==> config.mk <==
export PLATFORM = sky130hd
export DESIGN_NAME = slmb_top
export DESIGN_NICKNAME = d
export VERILOG_FILES = /design/src/hw/slmb_pkg.sv /design/src/hw/slmb_btn.sv /design/src/hw/slmb_top.sv
export SDC_FILE = /design/constraint.sdc
export NUM_CORES = 1
export LEC_CHECK = 0
export BUFFER_PORTS_ARGS = -buffer_cell sky130_fd_sc_hd__clkbuf_2
export CAP_MARGIN = 20
export CORE_MARGIN = 3
export CORE_UTILIZATION = 30
export CTS_CLUSTER_SIZE = 12
export DETAILED_ROUTE_END_ITERATION = 12
export SLEW_MARGIN = 20
export SYNTH_ARGS = -nofsm -noshare
export SYNTH_HDL_FRONTEND = slang
export SYNTH_SLANG_ARGS = --single-unit
==> constraint.sdc <==
create_clock -name mclk -period 2.6 [get_ports mclk]
set_input_delay 0.26 -clock mclk [delete_from_list [all_inputs] [get_ports mclk]]
set_output_delay 0.26 -clock mclk [all_outputs]
set_load 0.02 [all_outputs]
==> src/hw/slmb_pkg.sv <==
package slmb_pkg;
    // Clock rate and printed times
    localparam longint unsigned CLK_HZ   = 64'd250_000_000;
    localparam int unsigned     DEB_MS   = 20;
    localparam int unsigned     LONG_MS  = 1000;
    localparam int unsigned     TICK_MS  = 100;
    localparam int unsigned     MSEC_MS  = 1;

    // Cycle counts, least times rounded up
    localparam int unsigned DEB_CYC_DEF  = 32'((64'(DEB_MS) * CLK_HZ + 64'd999) / 64'd1000);
    localparam int unsigned LONG_CYC_DEF = 32'((64'(LONG_MS) * CLK_HZ + 64'd999) / 64'd1000);
    localparam int unsigned TICK_CYC_DEF = 32'((64'(TICK_MS) * CLK_HZ + 64'd999) / 64'd1000);
    localparam int unsigned MS_CYC_DEF   = 32'((64'(MSEC_MS) * CLK_HZ + 64'd999) / 64'd1000);

    // Port counts and pulse limits
    localparam int unsigned NPORTS       = 8;
    localparam logic [13:0] PULSE_MIN_MS = 14'h0001;
    localparam logic [13:0] PULSE_MAX_MS = 14'h2710;

    // Lamp frame of 100 ms ticks: 20 ticks, one flash per second, burst of four
    localparam logic [4:0] FRAME_LAST  = 5'h13;
    localparam logic [4:0] SEC_TICK    = 5'h0A;
    localparam logic [4:0] BURST_TICKS = 5'h08;

    // Operating modes
    typedef enum logic [1:0] {
        SLMB_NORMAL     = 2'h0,
        SLMB_SERIAL_CFG = 2'h1,
        SLMB_FW_UPDATE  = 2'h3
    } slmb_mode_t;

    // Button press tracker states
    typedef enum logic [1:0] {
        SLMB_BTN_IDLE = 2'h0,
        SLMB_BTN_HELD = 2'h1,
        SLMB_BTN_LONG = 2'h3
    } slmb_btn_t;

    // Relay level command
    typedef struct packed {
        logic       valid;
        logic [2:0] port;
        logic       value;
    } slmb_lvl_cmd_t;

    // Relay pulse command, time in ms
    typedef struct packed {
        logic        valid;
        logic [2:0]  port;
        logic [13:0] ms;
    } slmb_pls_cmd_t;

    // Front-panel lamps
    typedef struct packed {
        logic       link_green;
        logic       link_red;
        logic       rx_lamp;
        logic       tx_lamp;
        logic       state_lamp;
        logic [7:0] input_lamp;
        logic [7:0] output_lamp;
    } slmb_lamps_t;
endpackage

==> src/hw/slmb_btn.sv <==
`timescale 1ns/1ns
module slmb_btn #(
    parameter int unsigned DEB_CYC  = slmb_pkg::DEB_CYC_DEF,
    parameter int unsigned LONG_CYC = slmb_pkg::LONG_CYC_DEF
) (
    // Clock and reset
    input  wire logic mclk,
    input  wire logic reset,
    // Button pin, low while pressed
    input  wire logic button_n,
    // Press events
    output logic      short_press,
    output logic      long_press,
    output logic      boot_held
);
    import slmb_pkg::*;

    // Hold time is counted after the debounced press, which already spent DEB_CYC
    localparam int unsigned HOLD_CYC = LONG_CYC - DEB_CYC;

    logic        btn_m_q;
    logic        btn_s_q;
    logic        db_q;
    logic        boot_q;
    logic [31:0] deb_cnt_q;
    logic [31:0] hold_cnt_q;
    slmb_btn_t   state_q;
    logic        deb_done;
    logic        db_rise;
    logic        db_fall;

    // Two-stage synchroniser, inverted so that one means pressed
    always_ff @(posedge mclk) begin
        if (reset) begin
            btn_m_q <= 1'b0;
            btn_s_q <= 1'b0;
        end else begin
            btn_m_q <= ~button_n;
            btn_s_q <= btn_m_q;
        end
    end

    // During the boot window the counter runs freely and samples once at its end
    assign deb_done = (deb_cnt_q == DEB_CYC - 1);
    assign db_rise  = deb_done && btn_s_q && !db_q;
    assign db_fall  = deb_done && !btn_s_q && db_q;

    // Debounce: level must hold DEB_CYC cycles before it is taken
    always_ff @(posedge mclk) begin
        if (reset) begin
            deb_cnt_q <= 32'h0000_0000;
            db_q      <= 1'b0;
            boot_q    <= 1'b1;
        end else if (!boot_q && btn_s_q == db_q) begin
            deb_cnt_q <= 32'h0000_0000;
        end else if (deb_done) begin
            deb_cnt_q <= 32'h0000_0000;
            db_q      <= btn_s_q;
            boot_q    <= 1'b0;
        end else begin
            deb_cnt_q <= deb_cnt_q + 32'h0000_0001;
        end
    end

    // Press tracker; a press held through power-up never reports a short press
    always_ff @(posedge mclk) begin
        if (reset) begin
            state_q     <= SLMB_BTN_IDLE;
            hold_cnt_q  <= 32'h0000_0000;
            short_press <= 1'b0;
            long_press  <= 1'b0;
            boot_held   <= 1'b0;
        end else begin
            short_press <= 1'b0;
            long_press  <= 1'b0;
            boot_held   <= 1'b0;
            case (state_q)
                SLMB_BTN_IDLE: begin
                    hold_cnt_q <= 32'h0000_0000;
                    if (db_rise && boot_q) begin
                        boot_held <= 1'b1;
                        state_q   <= SLMB_BTN_LONG;
                    end else if (db_rise) begin
                        state_q <= SLMB_BTN_HELD;
                    end
                end
                SLMB_BTN_HELD: begin
                    if (db_fall) begin
                        short_press <= 1'b1;
                        state_q     <= SLMB_BTN_IDLE;
                    end else if (hold_cnt_q == HOLD_CYC - 1) begin
                        long_press <= 1'b1;
                        state_q    <= SLMB_BTN_LONG;
                    end else begin
                        hold_cnt_q <= hold_cnt_q + 32'h0000_0001;
                    end
                end
                SLMB_BTN_LONG: begin
                    if (db_fall) begin
                        state_q <= SLMB_BTN_IDLE;
                    end
                end
                default: begin
                    state_q <= SLMB_BTN_IDLE;
                end
            endcase
        end
    end

    // Debounced level only moves after a full stable count
    AST_DEB_STABLE: assert property (@(posedge mclk) disable iff (reset)
        (db_q != $past(db_q)) |-> ($past(deb_cnt_q) == DEB_CYC - 1))
        else $error("debounced level moved before stable count");

    // A short press only ends a held, not-yet-long press
    AST_SHORT_FROM_HELD: assert property (@(posedge mclk) disable iff (reset)
        short_press |-> ($past(state_q) == SLMB_BTN_HELD && !db_q))
        else $error("short press outside held state");
endmodule

==> src/hw/slmb_top.sv <==
`timescale 1ns/1ns
// Summary of operation
// - Link lamp green at 100 Mbit/s, red at 10 Mbit/s.
// - Receive lamp blinks while Ethernet frames arrive.
// - Transmit lamp blinks while frames go out to Ethernet.
// - Normal mode with address assigned and no Modbus connection: state lamp flashes once a second; lit steadily while connected.
// - Normal mode without assigned address or Modbus connection: state lamp flashes in bursts of four.
// - Normal mode: each input lamp lit while its input is on.
// - Normal mode: each output lamp lit while its relay is on.
// - Serial configuration: link, state, receive, transmit lamps blink in phase.
// - Firmware-update mode keeps the state lamp off.
// - Press held 20 ms to 1 s then released enters serial configuration.
// - Press over 1 s, or held at power-up, enters firmware update.
// - Level command drives relay i on for 1, off for 0.
// - Pulse command drives relay i on for 1 to 10000 ms.
// - Output value 0 opens the relay contact, 1 closes it.
module slmb_top #(
    parameter int unsigned DEB_CYC  = slmb_pkg::DEB_CYC_DEF,
    parameter int unsigned LONG_CYC = slmb_pkg::LONG_CYC_DEF,
    parameter int unsigned TICK_CYC = slmb_pkg::TICK_CYC_DEF,
    parameter int unsigned MS_CYC   = slmb_pkg::MS_CYC_DEF
) (
    // Clock and reset
    input  wire logic                  mclk,
    input  wire logic                  reset,
    // Network status from the stack
    input  wire logic                  link_up,
    input  wire logic                  link_100m,
    input  wire logic                  rx_active,
    input  wire logic                  tx_active,
    input  wire logic                  addr_assigned,
    input  wire logic                  modbus_connected,
    // Field pins
    input  wire logic [7:0]            digital_in,
    input  wire logic                  mode_button_n,
    // Relay commands
    input  wire slmb_pkg::slmb_lvl_cmd_t output_level_cmd,
    input  wire slmb_pkg::slmb_pls_cmd_t output_pulse_cmd,
    // Relays and lamps
    output logic [7:0]                 relay_out,
    output slmb_pkg::slmb_lamps_t      lamps,
    // Mode and status
    output slmb_pkg::slmb_mode_t       op_mode,
    output logic                       serial_config_mode,
    output logic                       firmware_update_mode,
    output logic                       pulse_reject
);
    import slmb_pkg::*;

    logic [7:0]  din_m_q;
    logic [7:0]  din_s_q;
    logic [31:0] tick_cnt_q;
    logic [31:0] ms_cnt_q;
    logic        ms_tick;
    logic        frame_tick;
    logic [4:0]  frame_q;
    slmb_mode_t  mode_q;
    slmb_lamps_t lamps_q;
    slmb_lamps_t lamps_d;
    logic        short_press;
    logic        long_press;
    logic        boot_held;
    logic        pls_ok;
    logic        reject_q;
    wire  [7:0]  relay_w;
    logic        act_phase;
    logic        ser_blink;
    logic        sec_flash;
    logic        burst_flash;

    // Digital inputs come from isolated field pins
    always_ff @(posedge mclk) begin
        if (reset) begin
            din_m_q <= 8'h00;
            din_s_q <= 8'h00;
        end else begin
            din_m_q <= digital_in;
            din_s_q <= din_m_q;
        end
    end

    // Button timing lives in its own module
    slmb_btn #(
        .DEB_CYC  (DEB_CYC),
        .LONG_CYC (LONG_CYC)
    ) u_btn (
        .mclk        (mclk),
        .reset       (reset),
        .button_n    (mode_button_n),
        .short_press (short_press),
        .long_press  (long_press),
        .boot_held   (boot_held)
    );

    // Mode: firmware update is left only by reset
    always_ff @(posedge mclk) begin
        if (reset) begin
            mode_q <= SLMB_NORMAL;
        end else begin
            case (mode_q)
                SLMB_NORMAL: begin
                    if (long_press || boot_held) begin
                        mode_q <= SLMB_FW_UPDATE;
                    end else if (short_press) begin
                        mode_q <= SLMB_SERIAL_CFG;
                    end
                end
                SLMB_SERIAL_CFG: begin
                    if (long_press) begin
                        mode_q <= SLMB_FW_UPDATE;
                    end
                end
                SLMB_FW_UPDATE: begin
                    mode_q <= SLMB_FW_UPDATE;
                end
                default: begin
                    mode_q <= SLMB_NORMAL;
                end
            endcase
        end
    end

    // 100 ms lamp tick and 1 ms relay tick, both free running
    assign frame_tick = (tick_cnt_q == TICK_CYC - 1);
    assign ms_tick    = (ms_cnt_q == MS_CYC - 1);

    always_ff @(posedge mclk) begin
        if (reset || frame_tick) begin
            tick_cnt_q <= 32'h0000_0000;
        end else begin
            tick_cnt_q <= tick_cnt_q + 32'h0000_0001;
        end
    end

    always_ff @(posedge mclk) begin
        if (reset || ms_tick) begin
            ms_cnt_q <= 32'h0000_0000;
        end else begin
            ms_cnt_q <= ms_cnt_q + 32'h0000_0001;
        end
    end

    // Two-second lamp frame shared by all blinkers, so they stay in phase
    always_ff @(posedge mclk) begin
        if (reset) begin
            frame_q <= 5'h00;
        end else if (frame_tick) begin
            frame_q <= (frame_q == FRAME_LAST) ? 5'h00 : frame_q + 5'h01;
        end
    end

    // Blink patterns taken from the frame position
    assign act_phase   = frame_q[0];
    assign ser_blink   = (frame_q < SEC_TICK);
    assign sec_flash   = (frame_q == 5'h00) || (frame_q == SEC_TICK);
    assign burst_flash = (frame_q < BURST_TICKS) && !frame_q[0];

    // Lamp selection per mode
    always_comb begin
        lamps_d            = '0;
        lamps_d.link_green = link_up && link_100m;
        lamps_d.link_red   = link_up && !link_100m;
        lamps_d.rx_lamp    = rx_active && act_phase;
        lamps_d.tx_lamp    = tx_active && act_phase;
        case (mode_q)
            SLMB_NORMAL: begin
                if (modbus_connected) begin
                    lamps_d.state_lamp = 1'b1;
                end else if (addr_assigned) begin
                    lamps_d.state_lamp = sec_flash;
                end else begin
                    lamps_d.state_lamp = burst_flash;
                end
                lamps_d.input_lamp  = din_s_q;
                lamps_d.output_lamp = relay_w;
            end
            SLMB_SERIAL_CFG: begin
                // Link lamp keeps its speed colour while it blinks
                lamps_d.link_green = ser_blink && link_100m;
                lamps_d.link_red   = ser_blink && !link_100m;
                lamps_d.state_lamp = ser_blink;
                lamps_d.rx_lamp    = ser_blink;
                lamps_d.tx_lamp    = ser_blink;
            end
            SLMB_FW_UPDATE: begin
                lamps_d.state_lamp = 1'b0;
            end
            default: begin
                lamps_d.state_lamp = 1'b0;
            end
        endcase
    end

    always_ff @(posedge mclk) begin
        if (reset) begin
            lamps_q <= '0;
        end else begin
            lamps_q <= lamps_d;
        end
    end

    // Pulse time out of range is refused and flagged for one cycle
    assign pls_ok = output_pulse_cmd.valid &&
                    output_pulse_cmd.ms >= PULSE_MIN_MS &&
                    output_pulse_cmd.ms <= PULSE_MAX_MS;

    always_ff @(posedge mclk) begin
        if (reset) begin
            reject_q <= 1'b0;
        end else begin
            reject_q <= output_pulse_cmd.valid && !pls_ok;
        end
    end

    // Per-relay control; a level command beats a pulse to the same port
    for (genvar i = 0; i < NPORTS; i++) begin : g_relay
        logic        on_q;
        logic [13:0] left_q;
        logic        lvl_hit;
        logic        pls_hit;

        assign lvl_hit = output_level_cmd.valid && output_level_cmd.port == 3'(i);
        assign pls_hit = pls_ok && output_pulse_cmd.port == 3'(i);

        // One extra ms so the free-running tick never cuts a pulse short
        always_ff @(posedge mclk) begin
            if (reset) begin
                on_q   <= 1'b0;
                left_q <= 14'h0000;
            end else if (lvl_hit) begin
                on_q   <= output_level_cmd.value;
                left_q <= 14'h0000;
            end else if (pls_hit) begin
                on_q   <= 1'b1;
                left_q <= output_pulse_cmd.ms + 14'h0001;
            end else if (ms_tick && left_q != 14'h0000) begin
                left_q <= left_q - 14'h0001;
                if (left_q == 14'h0001) begin
                    on_q <= 1'b0;
                end
            end
        end

        assign relay_w[i] = on_q;
    end

    // Relay drive is high to close the normally open contact
    assign relay_out            = relay_w;
    assign lamps                = lamps_q;
    assign op_mode              = mode_q;
    assign serial_config_mode   = (mode_q == SLMB_SERIAL_CFG);
    assign firmware_update_mode = (mode_q == SLMB_FW_UPDATE);
    assign pulse_reject         = reject_q;

    AST_LINK_COLOUR: assert property (@(posedge mclk) disable iff (reset)
        (mode_q != SLMB_SERIAL_CFG && link_up) |=>
        (lamps_q.link_green == $past(link_100m) && lamps_q.link_red != $past(link_100m)))
        else $error("link lamp colour does not follow speed");

    AST_RX_IDLE: assert property (@(posedge mclk) disable iff (reset)
        (mode_q != SLMB_SERIAL_CFG && !rx_active) |=> !lamps_q.rx_lamp)
        else $error("receive lamp lit with no traffic");

    AST_TX_BLINK: assert property (@(posedge mclk) disable iff (reset)
        (mode_q != SLMB_SERIAL_CFG && tx_active) |=>
        (lamps_q.tx_lamp == $past(frame_q[0])))
        else $error("transmit lamp not blinking with traffic");

    AST_SEC_FLASH: assert property (@(posedge mclk) disable iff (reset)
        (mode_q == SLMB_NORMAL && addr_assigned && !modbus_connected) |=>
        (lamps_q.state_lamp == ($past(frame_q) == 5'h00 || $past(frame_q) == SEC_TICK)))
        else $error("state lamp not flashing once a second");

    AST_BURST: assert property (@(posedge mclk) disable iff (reset)
        (mode_q == SLMB_NORMAL && !addr_assigned && !modbus_connected) |=>
        (lamps_q.state_lamp == ($past(frame_q) < BURST_TICKS && !$past(frame_q[0]))))
        else $error("state lamp burst pattern wrong");

    AST_INPUT_LAMP: assert property (@(posedge mclk) disable iff (reset)
        (mode_q == SLMB_NORMAL) |=> (lamps_q.input_lamp == $past(din_s_q)))
        else $error("input lamps differ from inputs");

    AST_OUTPUT_LAMP: assert property (@(posedge mclk) disable iff (reset)
        (mode_q == SLMB_NORMAL) |=> (lamps_q.output_lamp == $past(relay_w)))
        else $error("output lamps differ from relays");

    AST_SERIAL_PHASE: assert property (@(posedge mclk) disable iff (reset)
        (mode_q == SLMB_SERIAL_CFG) |=>
        (lamps_q.state_lamp == lamps_q.rx_lamp && lamps_q.rx_lamp == lamps_q.tx_lamp &&
         (lamps_q.link_green || lamps_q.link_red) == lamps_q.state_lamp))
        else $error("serial mode lamps out of phase");

    AST_FW_DARK: assert property (@(posedge mclk) disable iff (reset)
        (mode_q == SLMB_FW_UPDATE) |=> !lamps_q.state_lamp)
        else $error("state lamp lit in firmware update");

    AST_SHORT_ENTERS: assert property (@(posedge mclk) disable iff (reset)
        (short_press && !long_press && mode_q == SLMB_NORMAL) |=>
        (mode_q == SLMB_SERIAL_CFG))
        else $error("short press did not enter serial configuration");

    AST_LONG_ENTERS: assert property (@(posedge mclk) disable iff (reset)
        (long_press || boot_held) |=> (mode_q == SLMB_FW_UPDATE))
        else $error("long or boot press did not enter firmware update");

    AST_LEVEL: assert property (@(posedge mclk) disable iff (reset)
        output_level_cmd.valid |=>
        (relay_out[$past(output_level_cmd.port)] == $past(output_level_cmd.value)))
        else $error("relay ignores level command");

    AST_PULSE_ON: assert property (@(posedge mclk) disable iff (reset)
        (pls_ok && !output_level_cmd.valid) |=> relay_out[$past(output_pulse_cmd.port)])
        else $error("relay not on after pulse command");

    AST_PULSE_REJECT: assert property (@(posedge mclk) disable iff (reset)
        (output_pulse_cmd.valid && (output_pulse_cmd.ms == 14'h0000 ||
         output_pulse_cmd.ms > PULSE_MAX_MS)) |=> pulse_reject)
        else $error("out of range pulse not refused");
endmodule

-- Word level (Yosys, flattened, before mapping)
Cells that the tools add are included.
- register bits after elaboration: 302
- latch bits: 0
- bits in writable memories: 0
- bits in read-only memories: 0
- bits of input ports: 40
- output and inout port bits: 34
- word-level logic and storage cells: 285
- memories kept: 0
- add/sub/neg operators: 14
- $mul: 0
- div/mod/pow operators: 0
- $lt $le $gt $ge: 4
- eq/ne operators: 40
- shift-type cells: 0
- mux-type cells: 69
- bitwise logic cells: 5
- reductions and logical operators: 113
- operators with widths (cell ; count):
    14-bit 2-to-1 mux ; 16
    32-bit by 1-bit adder with 32-bit output, second input constant ; 4
    14-bit by 1-bit == test with 1-bit output, second input constant ; 8
    14-bit nonzero test ; 8
    14-bit by 1-bit subtractor with 14-bit output, second input constant ; 8
    32-bit 2-to-1 mux ; 2
    32-bit case mux with 2 select lines ; 1
    3-bit nonzero test ; 16
    1-bit logical AND ; 40
    1-bit 2-to-1 mux ; 37
    32-bit by 18-bit == test with 1-bit output, second input constant ; 1
    32-bit by 23-bit == test with 1-bit output, second input constant ; 1
    32-bit by 25-bit == test with 1-bit output, second input constant ; 1
    32-bit by 28-bit == test with 1-bit output, second input constant ; 1
    3-bit == test, second input constant ; 8
    2-bit OR reduction ; 11
    2-bit AND reduction ; 10
    2-bit nonzero test ; 9
    2-bit 2-to-1 mux ; 8
    14-bit by 1-bit adder with 14-bit output, second input constant ; 1
    14-bit by 1-bit >= comparator with 1-bit output, second input constant ; 1
    14-bit less-or-equal comparator, second input constant ; 1
    3-bit by 2-bit == test with 1-bit output, second input constant ; 4
    2-bit case mux with 3 select lines ; 2
    23 further kinds ; 46

-- Depth between registers and ports, before layout
Gate-level depths: netlist (run 1).
- depth after elaboration: 6
- mapped depth: 11
- depth with buffers taken out: 9

-- Hierarchy
From an unflattened synthesis (run 1), not the netlist that was laid out.
- cell total of the unflattened synthesis: 1823
- area, all modules: 15351.0 µm²
- modules (own cells, without submodules) (module ; times used ; cells an instance ; area an instance (µm²) ; sequential area each (µm²)):
    slmb_top ; 1 ; 1389 ; 11710.0 ; 4584.4
    slmb_btn ; 1 ; 434 ; 3641.0 ; 1461.4

-- Least setup slack after synthesis (run 1)
No wires, ideal clock.
- path type: register to register
- from: register g_relay[7].left_q[4]
- to: register g_relay[7].left_q[7]
- library setup time: 86 ps
- arrival: 2218 ps
- data required time: 2514 ps
- setup slack: 296 ps
- stages on the path, launching flop included: 8
- buffers on the path: 1
- period minus slack after synthesis: 2304 ps
- cells stage by stage: dfxtp_1 -> or4_1 -> clkbuf_1 -> or4_1 -> o2111ai_2 -> nor4_1 -> xnor2_1 -> a211oi_1
- word-level cells in the longest chain between the ends: 3
- elaborated cells on any way between the ends: 6
- those cells by class: 1 x add/sub; 2 x mux; 3 x reduce/logical
- ends and longest elaborated chain (element ; RTL line ; RTL):
    start: declaration ; slmb_top.sv:218 ; logic [13:0] left_q;
    start signal: assignment ; slmb_top.sv:235 ; left_q <= output_pulse_cmd.ms + 14'h0001;
    start signal: assignment ; slmb_top.sv:237 ; left_q <= left_q - 14'h0001;
    14-bit by 1-bit subtractor with 14-bit output or 14-bit nonzero test (tied branches) ; slmb_top.sv:237, slmb_top.sv:236 ;
    14-bit 2-to-1 mux or 1-bit logical AND (tied branches) ; slmb_top.sv:236 ; end else if (ms_tick && left_q != 14'h0000) begin
    14-bit 2-to-1 mux or 2-bit nonzero test (tied branches) ; - ;
Several ways; a longest one is shown, not always the timed one. The select of a mux whose other input is x is not followed.
A chain may end at the register's enable or synchronous reset.

-- Worst setup path in the final report (run 1)
- from: register ms_cnt_q[27]
- to: register g_relay[2].left_q[11]
- word-level cells in the longest chain between the ends: 3
- ends and longest elaborated chain (element ; RTL line ; RTL):
    start: declaration ; slmb_top.sv:53 ; logic [31:0] ms_cnt_q;
    start signal: assignment ; slmb_top.sv:139 ; ms_cnt_q <= ms_cnt_q + 32'h0000_0001;
    32-bit by 18-bit == test with 1-bit output ; slmb_top.sv:125 ; assign ms_tick = (ms_cnt_q == MS_CYC - 1);
    1-bit logical AND ; slmb_top.sv:236 ;
    2-bit nonzero test (no line) ; - ;
    end signal: assignment ; slmb_top.sv:235 ;
    end signal: assignment ; slmb_top.sv:237 ;
    end: declaration ; slmb_top.sv:218 ;
No other way between the ends.

==> results of run 1 <==
-- critical path, cell delays in order (launching register included) --
cell	delay, ps
dfxtp_1	370
nor4_1	440
nand4_2	170
or2_1	500
or3_4	510
o21a_1	190
nor3_2	140
a211oi_2	60
-- metal layers --
layer  up-vias  global-route usage
met5         -                   0
li1       6365                   -
met1      5989              0.1869
met2       270              0.2406
met4         0             0.05182
met3        67             0.02089
-- cell usage in the layout, fill, tap and decap left out, types with 5 or more instances in the layout --
cell type,netlist,routed
clkbuf_1,51,6
nor2b_1,25,25
ha_1,27,27
nor3_1,52,51
nand2b_1,12,12
nor2_1,278,278
xnor2_1,108,108
buf_4,8,70
o21ai_0,77,75
clkbuf_2,0,73
and3_1,30,30
nor3_2,6,7
nand2_1,104,104
a31oi_1,13,13
and2_1,28,28
xor2_1,110,110
nand4b_1,5,5
or2_2,8,8
dlygate4sd3_1,0,13
inv_1,41,41
nor3b_1,9,9
o211ai_1,12,12
a21oi_1,77,76
or3_1,12,12
o41ai_1,6,6
clkbuf_16,0,37
or4_1,17,17
nand4_1,52,52
clkinv_2,0,11
nor4b_1,8,7
nand3_1,83,83
mux2i_1,8,8
nor4_1,45,45
a21o_1,7,7
and4_1,17,17
dfxtp_1,302,302
a211oi_1,40,40
clkbuf_8,0,8
-- cells in the mapped netlist (25+ instances only) --
| cell type | number |
|---|---|
| and3_1 | 30 |
| o21ai_0 | 77 |
| ha_1 | 27 |
| nor4_1 | 45 |
| a21oi_1 | 77 |
| dfxtp_1 | 302 |
| and2_1 | 28 |
| xor2_1 | 110 |
| nand4_1 | 52 |
| clkbuf_1 | 51 |
| nor2b_1 | 25 |
| nand3_1 | 83 |
| nand2_1 | 104 |
| xnor2_1 | 108 |
| nor3_1 | 52 |
| a211oi_1 | 40 |
| nor2_1 | 278 |
| inv_1 | 41 |
-- area by class of cell --
cell class | instances | area share
Sequential cell | 302 | 0.3491
Timing Repair Buffer | 158 | 0.06126
Multi-Input combinational cell | 1328 | 0.4720
Inverter | 41 | 0.008886
Clock buffer | 51 | 0.06112
Clock inverter | 11 | 0.003179
Tap cell | 615 | 0.04443
-- state kept, by name (all words and copies together), names as in the netlist, 2 cells and up --
| signal | count |
|---|---|
| g_relay.left_q | 112 |
| ms_cnt_q | 32 |
| tick_cnt_q | 32 |
| u_btn.deb_cnt_q | 32 |
| u_btn.hold_cnt_q | 32 |
| lamps | 21 |
| din_m_q | 8 |
| din_s_q | 8 |
| g_relay.on_q | 8 |
| frame_q | 5 |
| op_mode | 2 |
| u_btn.state_q | 2 |
-- path summary, 6_finish.rpt --
path                                         to  slack (ps)                    start
max          g_relay[2].left_q[11]$_SDFFE_PP0P_          80  ms_cnt_q[27]$_SDFF_PP0_
min                        lamps[20]$_SDFF_PP0_          40                  link_up
max reg2reg  g_relay[2].left_q[11]$_SDFFE_PP0P_          80  ms_cnt_q[27]$_SDFF_PP0_
min reg2reg                 lamps[8]$_SDFF_PP0_         420    din_s_q[0]$_SDFF_PP0_
-- timing repair --
action | 4_1_cts | 5_1_grt
endpoints found under the hold margin | 13 | 0
endpoints found under the setup margin | 0 | 20
buffers inserted | 0 | 1
resized for setup | 0 | 2
hold buffers | 13 | 0
-- through the flow --
step                TNS [ps]  instances  area, um2
global placement           0       2430      16050
finish                     0       2506      17320
detailed placement         0       2430      16050
floorplan                  0       1745      14670
global route          -121.3       2506      17320
CTS                        0       2505      17290
-- cell families after synthesis --
group           Yosys count  synth area share
compound gates          255            0.1060
buf+inv                 115           0.03336
flops                   302            0.4122
xor+xnor                218            0.1302
mux                       9          0.006228
fa+ha+maj                27           0.02303
simple gates            819            0.2889
-- power groups by stage --
stage	clock network (mW)	registers, mW	logic [mW]
floorplan	0	4.88	0.449
global placement	0	4.89	0.722
global route	5.06	4.80	0.828
finish	4.75	4.79	0.753
detailed placement	0	4.89	0.729
CTS	4.89	4.79	0.748
==> summary.txt, run 1 <==
Drt
  – M1 WL: about 17 mm
  – First-pass DRT Iterations: 5
  – Initial DRC Count: 751
  – Met3 routed wirelength: 1.699 mm
  – Routed vias/inst: 5.064
  – Vias after detailed routing: approximately 13k
  – Total wire length: 37.74 mm
  – Antenna viol nets, final: 0
  – Routed wire per std cell: 15.06 um
  – Wire length on met2: 17.58 mm
  – # DRC: 0
  – Uppermost layer routed: met4

Die
  – Rows: 80
  – Die Footprint: approximately 0.052 mm2
  – DIE HEIGHT: 227.1 um
  – Chip width: 227.1 um
  – Initial Utilization: 0.3053
  – Core area: 0.04805 mm2
  – Top Ports: 74

Hold path
  – HP Class: in2reg
  – Hold Path Cell Cnt: 3

Place
  – Pre-CTS setup slack: 86.85 ps
  – PortBufs: 73
  – DP HPWL: between 20 and 30 mm
  – Final GP Congestion: 0.8679

Flow run
  – Max-Cap Viols: 0

Timing
  – Final Hold Slack: 40.05 ps
  – Worst Tran Pin Value: 709.8 ps
  – RSZ-0062 raised after global routing: yes
  – Max-slew headroom: 0.5250
  – Worst Skew: 20.61 ps
  – Final hold vios: 0
  – Final slew viol count: 0
  – # setup viols final: 0
  – Fmax: 396.8 MHz
  – Worst Slack Setup Final: 79.71 ps
  – Tmin final: between 2000 and 3000 ps
  – Final period util: 0.9693

Yosys
  – Yosys top cell by area: dfxtp_1
  – Synth unique cells: between 60 and 70
  – Syn avg cell area: 8.405 um2
  – Largest cells by area after synthesis: dfxtp_1 (41%), nor2_1 (7.1%), xor2_1 (6.6%), xnor2_1 (6.4%), nand3_1 (2.8%)
  – Yosys Warn Count: 0
  – Post-synth EDFFs: 0
  – Async SR Flop Fraction: 0
  – Sequential cell area fraction in the yosys report: 0.4122
  – Top FF cell, synth: dfxtp_1
  – Post-synth top area share: 0.4122
  – Mapped Area: approximately 0.015 mm2
  – Seq cells post-synth: 302
  – Synthesized net count: roughly 1.8k
  – Cell count after synthesis: 1,745

Pwr
  – Leak: between 6 and 7 nW
  – Switch Pwr: roughly 2.5 mW
  – Logic gate share of total power: 0.073
  – Tot Pwr: 10.29 mW
  – Flop pwr share: 0.465
  – Switch share: 0.2406
  – Int Pwr: 7.814 mW
  – Worst vdd ir: about 330 uV
  – Clock network power share: 0.461
  – PD cells: 594.1 mW/mm2

Global route
  – Number of global-route vias before repair: 11.83k
  – First-pass GRT wire length: 60.44 mm
  – Initial antenna violation count: 0
  – Largest net degree at the start of global routing: 33
  – Gr usage total: 0.1429
  – Total global routing overflow: 0

Finish
  – Final #Nets: 1,934
  – Final Util: 0.3605
  – Layout cell share with drive strength beyond 1: 0.1280
  – Reg area: 0.006046 mm2
  – Antenna diodes: 0
  – Area grow syn2layout: 18.09%
  – Layout fillers: 4,907
  – Multi-input gate area in the final layout: between 0.008 and 0.009 mm2

CTS
  – Reg clk slew, reported paths: 60 ps
  – Clock buffer depth: 3
  – Root Driver: clkbuf_16
  – Clk sink count: a little over 300
  – CTS tree: built
  – Skew-Pair Late Insertion Delay: 520 ps
  – H-tree levels: 2
  – Num CTS Buffers: 36

Setup path
  – Worst Path Arrival: just under 3000 ps
  – Crit path max fanout: 13
  – Critical path launch point type: register
  – CP Data Required Time: 2980 ps
  – Critical path class: reg2reg
  – Worst Setup End Kind: register
  – R2R depth: 7

Status
  – Status: finished clean
No activity file was read; power rests on OpenSTA's default activity.
==> run 2: changes to the inputs <==
--- a/config.mk
+++ b/config.mk
@@ -14,4 +14,6 @@
 export SLEW_MARGIN = 20
 export SYNTH_ARGS = -nofsm -noshare
 export SYNTH_HDL_FRONTEND = slang
+export SYNTH_HIERARCHICAL = 1
 export SYNTH_SLANG_ARGS = --single-unit
+export TNS_END_PERCENT = 1
==> run 2 against run 1 <==
Compared with the run above: wire length increased by 9.2%; critical path depth down 1; non-clock buffer count rose by 19; combinational power rose by 10%; cell area increased by 5.7%; critical path type unchanged.
==> summary.txt, run 2 <==
Status
  – Status: finished clean (unchanged)

Yosys
  – Post-synth EDFFs: 0 (unchanged)
  – Synth Area in Adders: 0.02201 (was 0.02303)
  – Synth unique cells: 70 (was 65)
  – Async SR Flop Fraction: 0 (unchanged)
  – Yosys top cell by area: dfxtp_1 (unchanged)
  – Simple-gate portion of the synthesized area: 0.3184 (was 0.2889)
  – Seq cells post-synth: 302 (unchanged)
  – Synth Area in Compound Gates: 0.1074 (was 0.1060)
  – Mapped Area: 0.01535 mm2 (was 0.01467 mm2)
  – Top FF cell, synth: dfxtp_1 (unchanged)
  – Synth cell count leaders: dfxtp_1 (302), nor2_1 (295), xor2_1 (124), nand2_1 (118), a211oi_1 (105) (was dfxtp_1 (302), nor2_1 (278), xor2_1 (110), xnor2_1 (108), nand2_1 (104))
  – Top-count cell post-synth: dfxtp_1 (unchanged)
  – Combinational family with the most area after synthesis: simple AND/OR/NAND/NOR gates (unchanged)
  – Largest cells by area after synthesis: dfxtp_1 (39%), nor2_1 (7.2%), xor2_1 (7.1%), a211oi_1 (5.1%), xnor2_1 (4.3%) (was dfxtp_1 (41%), nor2_1 (7.1%), xor2_1 (6.6%), xnor2_1 (6.4%), nand3_1 (2.8%))
  – Cell count after synthesis: 1,823 (was 1,745)
  – Sequential cell area fraction in the yosys report: 0.3938 (was 0.4122)
  – Post-synth top area share: 0.3938 (was 0.4122)
  – Syn avg cell area: 8.421 um2 (was 8.405 um2)
  – Xor/xnor share of the synthesized area: 0.1141 (was 0.1302)
  – Synthesized net count: 1,890 (was 1,812)
  – Mux contribution to synthesized area: 0.006520 (was 0.006228)
  – Yosys Warn Count: 6 (was 0)

Die
  – Rows: 82 (was 80)
  – DIE HEIGHT: 232.2 um (was 227.1 um)
  – Core area: 0.05038 mm2 (was 0.04805 mm2)
  – Top Ports: 74 (unchanged)
  – Chip width: 232.2 um (was 227.1 um)
  – Die Footprint: 0.05392 mm2 (was 0.05158 mm2)
  – Initial Utilization: 0.3047 (was 0.3053)

Finish
  – Most common cell after layout, fill and taps aside: dfxtp_1 (unchanged)
  – Area grow syn2layout: 19.23% (was 18.09%)
  – Max FFs per register: 112 (unchanged)
  – Layout fillers: 5,057 (was 4,907)
  – Layout cell share with drive strength beyond 1: 0.1299 (was 0.1280)
  – Antenna diodes: 0 (unchanged)
  – Commonest cells after routing, fill and taps aside: dfxtp_1 (302), nor2_1 (295), xor2_1 (124) (was dfxtp_1 (302), nor2_1 (278), xor2_1 (110))
  – Final #Nets: 2,019 (was 1,934)
  – Final Util: 0.3633 (was 0.3605)
  – Most flops, register: g_relay.left_q (unchanged)

Setup path
  – Worst Path Arrival: 3000 ps (was 2900 ps)
  – Critical path launch point type: register (unchanged)
  – CP max-delay cell: or4_1 (was or3_4)
  – Crit path max fanout: 7 (was 13)
  – Crit-path max cell delay: 700 ps (was 510 ps)
  – Worst path cell trace: nor4_2 > nand4_1 > or4_1 > or4_1 > xor2_1 > a211oi_2 (was nor4_1 > nand4_2 > or2_1 > or3_4 > o21a_1 > nor3_2 > a211oi_2)
  – Worst Setup End Kind: register (unchanged)
  – CP Data Required Time: 3070 ps (was 2980 ps)
  – CP top delay family: simple AND/OR/NAND/NOR gates (unchanged)
  – Critical path class: reg2reg (unchanged)
  – FF-to-FF setup slack: 60 ps (was 80 ps)
  – Number of buffers and inverters on the critical path: 0 (unchanged)
  – Most frequent CP cell: or4_1

Drt
  – Routed vias/inst: 5.111 (was 5.064)
  – Total wire length: 41.21 mm (was 37.74 mm)
  – First-pass DRT Iterations: 5 (unchanged)
  – Vias after detailed routing: 13.54k (was 12.69k)
  – Antenna viol nets, final: 0 (unchanged)
  – # DRC: 0 (unchanged)
  – Initial DRC Count: 792 (was 751)
  – Routed wire per std cell: 15.55 um (was 15.06 um)

Global route
  – Gr usage total: 0.1517 (was 0.1429)
  – First-pass GRT wire length: 67.19 mm (was 60.44 mm)
  – Total global routing overflow: 0 (unchanged)
  – Number of global-route vias before repair: 12.93k (was 11.83k)
  – Initial antenna violation count: 0 (unchanged)
  – Largest net degree at the start of global routing: 33 (unchanged)

Flow run
  – Max-Cap Viols: 0 (unchanged)

Place
  – PortBufs: 73 (unchanged)
  – Pre-CTS setup slack: 57.08 ps (was 86.85 ps)
  – DP HPWL: 27.97 mm (was 26.42 mm)
  – Final GP Congestion: 0.8373 (was 0.8679)

CTS
  – Post-CTS Setup Repair Bufs: 0 (unchanged)
  – Skew-Pair Late Insertion Delay: 550 ps (was 520 ps)
  – Num CTS Buffers: 36 (unchanged)
  – Clock buffer depth: 3 (unchanged)
  – Root Driver: clkbuf_16 (unchanged)
  – H-tree levels: 2 (unchanged)
  – CTS tree: built (unchanged)
  – Clk sink count: 302 (unchanged)
  – Reg clk slew, reported paths: 60 ps (about the same)

Pwr
  – Logic gate share of total power: 0.076 (was 0.073)
  – Tot Pwr: 10.96 mW (was 10.29 mW)
  – Int Pwr: 8.351 mW (was 7.814 mW)
  – Flop pwr share: 0.437 (was 0.465)
  – Switch share: 0.2383 (was 0.2406)
  – PD cells: 599.1 mW/mm2 (was 594.1 mW/mm2)
  – Switch Pwr: 2.613 mW (was 2.476 mW)
  – Worst vdd ir: 321.3 uV (was 328.9 uV)
  – Clock network power share: 0.487 (was 0.461)
  – Leak: 6.757 nW (was 6.287 nW)

Timing
  – Tmin final: 2537 ps (was 2520 ps)
  – # setup viols final: 0 (unchanged)
  – Final hold vios: 0 (unchanged)
  – Max-slew headroom: 0.4404 (was 0.5250)
  – Worst Tran Pin Value: 839.4 ps (was 709.8 ps)
  – RSZ-0062 raised after global routing: yes (unchanged)
  – Final period util: 0.9756 (was 0.9693)
  – Fmax: 394.2 MHz (was 396.8 MHz)
  – Final slew viol count: 0 (unchanged)
  – Worst Skew: 28.54 ps (was 20.61 ps)
  – Worst Slack Setup Final: 63.32 ps (was 79.71 ps)

Hold path
  – HP Class: in2reg (unchanged)
-- run 2: cell count changes in the layout (fill, tap and decap cells not counted), sizes merged, moves of 9 or more --
cell / change
a211oi: +63
o21ai: -56
xnor2: -32
a21oi: -28
nor3: -21
buf: +18
nand3: +17
nand2: +16
nor2: +16
xor2: +14
nand3b: +11
nor2b: +10
nand4b: +9
-- run 2: cells by family after synthesis --
| family | count (synthesis) |
|---|---|
| fa+ha+maj | 27 |
| flops | 302 |
| simple gates | 918 |
| compound gates | 235 |
| xor+xnor | 200 |
| mux | 10 |
| buf+inv | 131 |
-- run 2: metal layers --
metal | share of wire | up-vias | GRT usage
met5 | 0 | - | 0
met4 | 0.029 | 0 | 0.05248
met3 | 0.048 | 74 | 0.03140
met2 | 0.47 | 287 | 0.2519
met1 | 0.45 | 6426 | 0.1949
li1 | - | 6757 | -
-- run 2: timing repair --
item	4_1_cts	5_1_grt
hold buffers	14	0
resized for setup	0	4
endpoints found under the hold margin	15	0
endpoints found under the setup margin	0	44
-- run 2: cell type report --
class | instances | area, um2 | share of cell area
multi-input combinational | 1390 | 8761 | 0.4787
sequential | 302 | 6046 | 0.3303
inverter | 45 | 168.9 | 0.009229
clock inverter | 11 | 166.4 | 0.009092
tap | 672 | 840.8 | 0.04594
clock buffer | 53 | 1097 | 0.05995
timing repair buffer | 177 | 1222 | 0.06679
-- run 2: path summary, 6_finish.rpt --
path	to	start	cells past startpoint
max	g_relay[5].left_q[4]$_SDFFE_PP0P_	ms_cnt_q[28]$_SDFF_PP0_	6
min	lamps[16]$_SDFF_PP0_	addr_assigned	5
max reg2reg	g_relay[5].left_q[4]$_SDFFE_PP0P_	ms_cnt_q[28]$_SDFF_PP0_	6
min reg2reg	lamps[10]$_SDFF_PP0_	din_s_q[2]$_SDFF_PP0_	1
-- run 2: stage by stage --
| stage | hold slack, ps | area, um2 | cells | setup TNS, ps |
|---|---|---|---|---|
| after floorplan | 326.7 | 15350 | 1823 | 0 |
| after CTS | 66.49 | 18280 | 2650 | 0 |
| after global routing | 116.9 | 18300 | 2650 | -71.28 |
| final | 99.20 | 18300 | 2650 | 0 |
| after global placement | 411.6 | 16870 | 2572 | 0 |
| after detailed placement | 417.1 | 16870 | 2572 | 0 |
-- run 2: power by group through the flow --
stage	Sequential (mW)	Combinational [mW]	Clock, mW
2_1_floorplan	4.88	0.501	0
3_3_place_gp	4.89	0.799	0
3_5_place_dp	4.89	0.809	0
4_1_cts	4.79	0.830	5.51
5_1_grt	4.80	0.913	5.68
6_report	4.79	0.831	5.34
-- run 2: worst register-to-register path: cells and delay by family, from the launching register on --
kind                      cells  cell delay [ps]
DFF                           1              350
and+or+nand+nor               4             1720
AOI/OAI and AO/OA             1              220
xor gates and xnor gates      1              170
==> run 3: changes to the inputs <==
--- a/config.mk
+++ b/config.mk
@@ -7,10 +7,13 @@
 export LEC_CHECK = 0
 export BUFFER_PORTS_ARGS = -buffer_cell sky130_fd_sc_hd__clkbuf_2
 export CAP_MARGIN = 20
+export CELL_PAD_IN_SITES_DETAIL_PLACEMENT = 1
+export CELL_PAD_IN_SITES_GLOBAL_PLACEMENT = 1
 export CORE_MARGIN = 3
 export CORE_UTILIZATION = 30
 export CTS_CLUSTER_SIZE = 12
 export DETAILED_ROUTE_END_ITERATION = 12
+export PLACE_DENSITY_LB_ADDON = 0.1
 export SLEW_MARGIN = 20
 export SYNTH_ARGS = -nofsm -noshare
 export SYNTH_HDL_FRONTEND = slang
==> run 3 against run 2 <==
Compared with the run above: wire length rose by 17%; non-clock buffer count rose by 10; sequential share of layout area fell by 0.068 points.
==> summary.txt, run 3 (synthesis results as in run 2) <==
Status
  – Status: finished clean (unchanged)

Die
  – Core area: 0.05038 mm2 (unchanged)
  – Chip width: 232.2 um (unchanged)
  – Initial Utilization: 0.3047 (unchanged)
  – Rows: 82 (unchanged)
  – DIE HEIGHT: 232.2 um (unchanged)
  – Top Ports: 74 (unchanged)
  – Die Footprint: 0.05392 mm2 (unchanged)

Finish
  – Post-Layout Cell Count: 2,664 (was 2,650)
  – Layout cell share with drive strength beyond 1: 0.1345 (was 0.1299)
  – Most common cell after layout, fill and taps aside: dfxtp_1 (unchanged)
  – Commonest cells after routing, fill and taps aside: dfxtp_1 (302), nor2_1 (295), xor2_1 (124) (unchanged)
  – Final #Nets: 2,032 (was 2,019)
  – Layout fillers: 5,942 (was 5,057)
  – Final Util: 0.3641 (was 0.3633)
  – Most flops, register: g_relay.left_q (unchanged)
  – Max FFs per register: 112 (unchanged)
  – Multi-input gate area in the final layout: 0.008780 mm2 (was 0.008761 mm2)
  – Antenna diodes: 0 (unchanged)
  – Reg area: 0.006046 mm2 (unchanged)
  – Area grow syn2layout: 19.47% (was 19.23%)

Place
  – DP HPWL: 33.15 mm (was 27.97 mm)
  – PortBufs: 73 (unchanged)
  – Cell Count Post-Placement: 2,582 (was 2,572)
  – Final GP Congestion: 0.7640 (was 0.8373)

Setup path
  – Critical path class: reg2reg (unchanged)
  – CP Data Required Time: 3060 ps (was 3070 ps)
  – Critical path launch point type: register (unchanged)
  – Most frequent CP cell: nor4_1 (was or4_1)
  – CP max-delay cell: or4_1 (unchanged)
  – Crit-path max cell delay: 450 ps (was 700 ps)
  – Worst path cell trace: inv_1 > ha_1 > or3b_1 > nor4_1 > buf_4 > or4_1 > buf_12 > nor4_1 > xnor2_1 > a211oi_1 (was nor4_2 > nand4_1 > or4_1 > or4_1 > xor2_1 > a211oi_2)
  – CP top delay family: simple AND/OR/NAND/NOR gates (unchanged)
  – Crit path max fanout: 12 (was 7)
  – Worst Path Arrival: 2880 ps (was 3000 ps)
  – Worst Setup End Kind: register (unchanged)
  – Number of buffers and inverters on the critical path: 3 (was 0)

Drt
  – Vias after detailed routing: 13.56k (was 13.54k)
  – # DRC: 0 (unchanged)
  – Routed wire per std cell: 18.05 um (was 15.55 um)
  – Total wire length: 48.08 mm (was 41.21 mm)
  – Initial DRC Count: 601 (was 792)
  – Antenna viol nets, final: 0 (unchanged)
  – Routed vias/inst: 5.088 (was 5.111)
  – First-pass DRT Iterations: 4 (was 5)

Global route
  – Number of global-route vias before repair: 13.80k (was 12.93k)
  – Total global routing overflow: 0 (unchanged)
  – Largest net degree at the start of global routing: 46 (was 33)
  – Initial antenna violation count: 1 (was 0)
  – Gr usage total: 0.1783 (was 0.1517)
  – First-pass GRT wire length: 77.34 mm (was 67.19 mm)

Timing
  – # setup viols final: 0 (unchanged)
  – Final period util: 0.9327 (was 0.9756)
  – Tmin final: 2425 ps (was 2537 ps)
  – Final hold vios: 0 (unchanged)
  – Worst Tran Pin Value: 738.0 ps (was 839.4 ps)
  – Worst Skew: 19.07 ps (was 28.54 ps)
  – Max-slew headroom: 0.5028 (was 0.4404)
  – Fmax: 412.4 MHz (was 394.2 MHz)
  – Setup TNS: 0 ps (unchanged)
  – Final slew viol count: 0 (unchanged)
  – RSZ-0062 raised after global routing: no (was yes)

CTS
  – CTS tree: built (unchanged)
  – Root Driver: clkbuf_16 (unchanged)
  – Reg clk slew, reported paths: 60 ps (about the same)
  – Num CTS Buffers: 39 (was 36)
  – Clock buffer depth: 3 (unchanged)
  – H-tree levels: 2 (unchanged)
  – Clk sink count: 302 (unchanged)
  – Skew-Pair Late Insertion Delay: 560 ps (was 550 ps)
  – Post-CTS Setup Repair Bufs: 0 (unchanged)

Flow run
  – Max-Cap Viols: 0 (unchanged)

Pwr
  – Leak: 6.775 nW (was 6.757 nW)
  – Worst vdd ir: 363.7 uV (was 321.3 uV)
  – PD cells: 589.4 mW/mm2 (was 599.1 mW/mm2)
  – Tot Pwr: 10.81 mW (was 10.96 mW)

Hold path
  – HP Class: in2reg (unchanged)
## run 3: changes by cell type in the layout (fill, tap and decap cells not counted), sizes merged
cell    before  now
buf         90  100
bufinv       4    1
clkbuf     126  129
inv         45   48
clkinv       7    8
## run 3: final timing paths
path,start,to,slack (ps),cells after the start
min reg2reg,din_s_q[2]$_SDFF_PP0_,lamps[10]$_SDFF_PP0_,420,1
min,output_pulse_cmd[0],g_relay[3].left_q[0]$_SDFFE_PP0P_,60,2
max reg2reg,g_relay[7].left_q[0]$_SDFFE_PP0P_,g_relay[7].left_q[3]$_SDFFE_PP0P_,170,10
max,g_relay[7].left_q[0]$_SDFFE_PP0P_,g_relay[7].left_q[3]$_SDFFE_PP0P_,170,10
## run 3: stage by stage
stage	hold slack [ps]	instance area, um2	setup WS, ps
2_1_floorplan	326.7	15350	74.28
3_3_place_gp	407.9	16980	81.69
3_5_place_dp	415.9	16980	88.26
4_1_cts	12.94	18300	48.48
5_1_grt	52.52	18340	12.75
6_report	55.87	18340	175.0
## run 3: worst register-to-register path, stage by stage, from the launching register on
cell and delay (ps):
dfxtp_1 360, inv_1 80, ha_1 210, or3b_1 180, nor4_1 50, buf_4 150, or4_1 450, buf_12 180
nor4_1 300, xnor2_1 110, a211oi_1 260
## run 3: cell type report
class                           instances  area share
Sequential cell                       302      0.3296
Multi-Input combinational cell       1390      0.4787
Clock buffer                           56     0.05942
Clock inverter                         12    0.005253
Inverter                               45    0.009210
Tap cell                              672     0.04585
Timing Repair Buffer                  187     0.07191
## run 3: routing by layer
metal / share of wire / global-route usage / wire length (um) / vias up
li1: - / - / - / 6773
met1: 0.50 / 0.2447 / 23880 / 6611
met4: 0.017 / 0.04067 / 797 / 0
met3: 0.029 / 0.02870 / 1386 / 56
met5: 0 / 0 / 0 / -
met2: 0.46 / 0.2932 / 22010 / 115
## run 3: repair_timing
item	CTS	global route
endpoints found under the setup margin	0	54
hold buffers	14	0
hold endpoints to repair	15	0
resized for setup	0	6
## run 3: power by group
| group | internal, mW | total (mW) | switching [mW] | leakage, nW |
|---|---|---|---|---|
| clock network | 3.01 | 5.15 | 2.14 | 0.590 |
| registers | 4.72 | 4.79 | 0.0725 | 2.45 |
| logic | 0.319 | 0.865 | 0.546 | 3.74 |
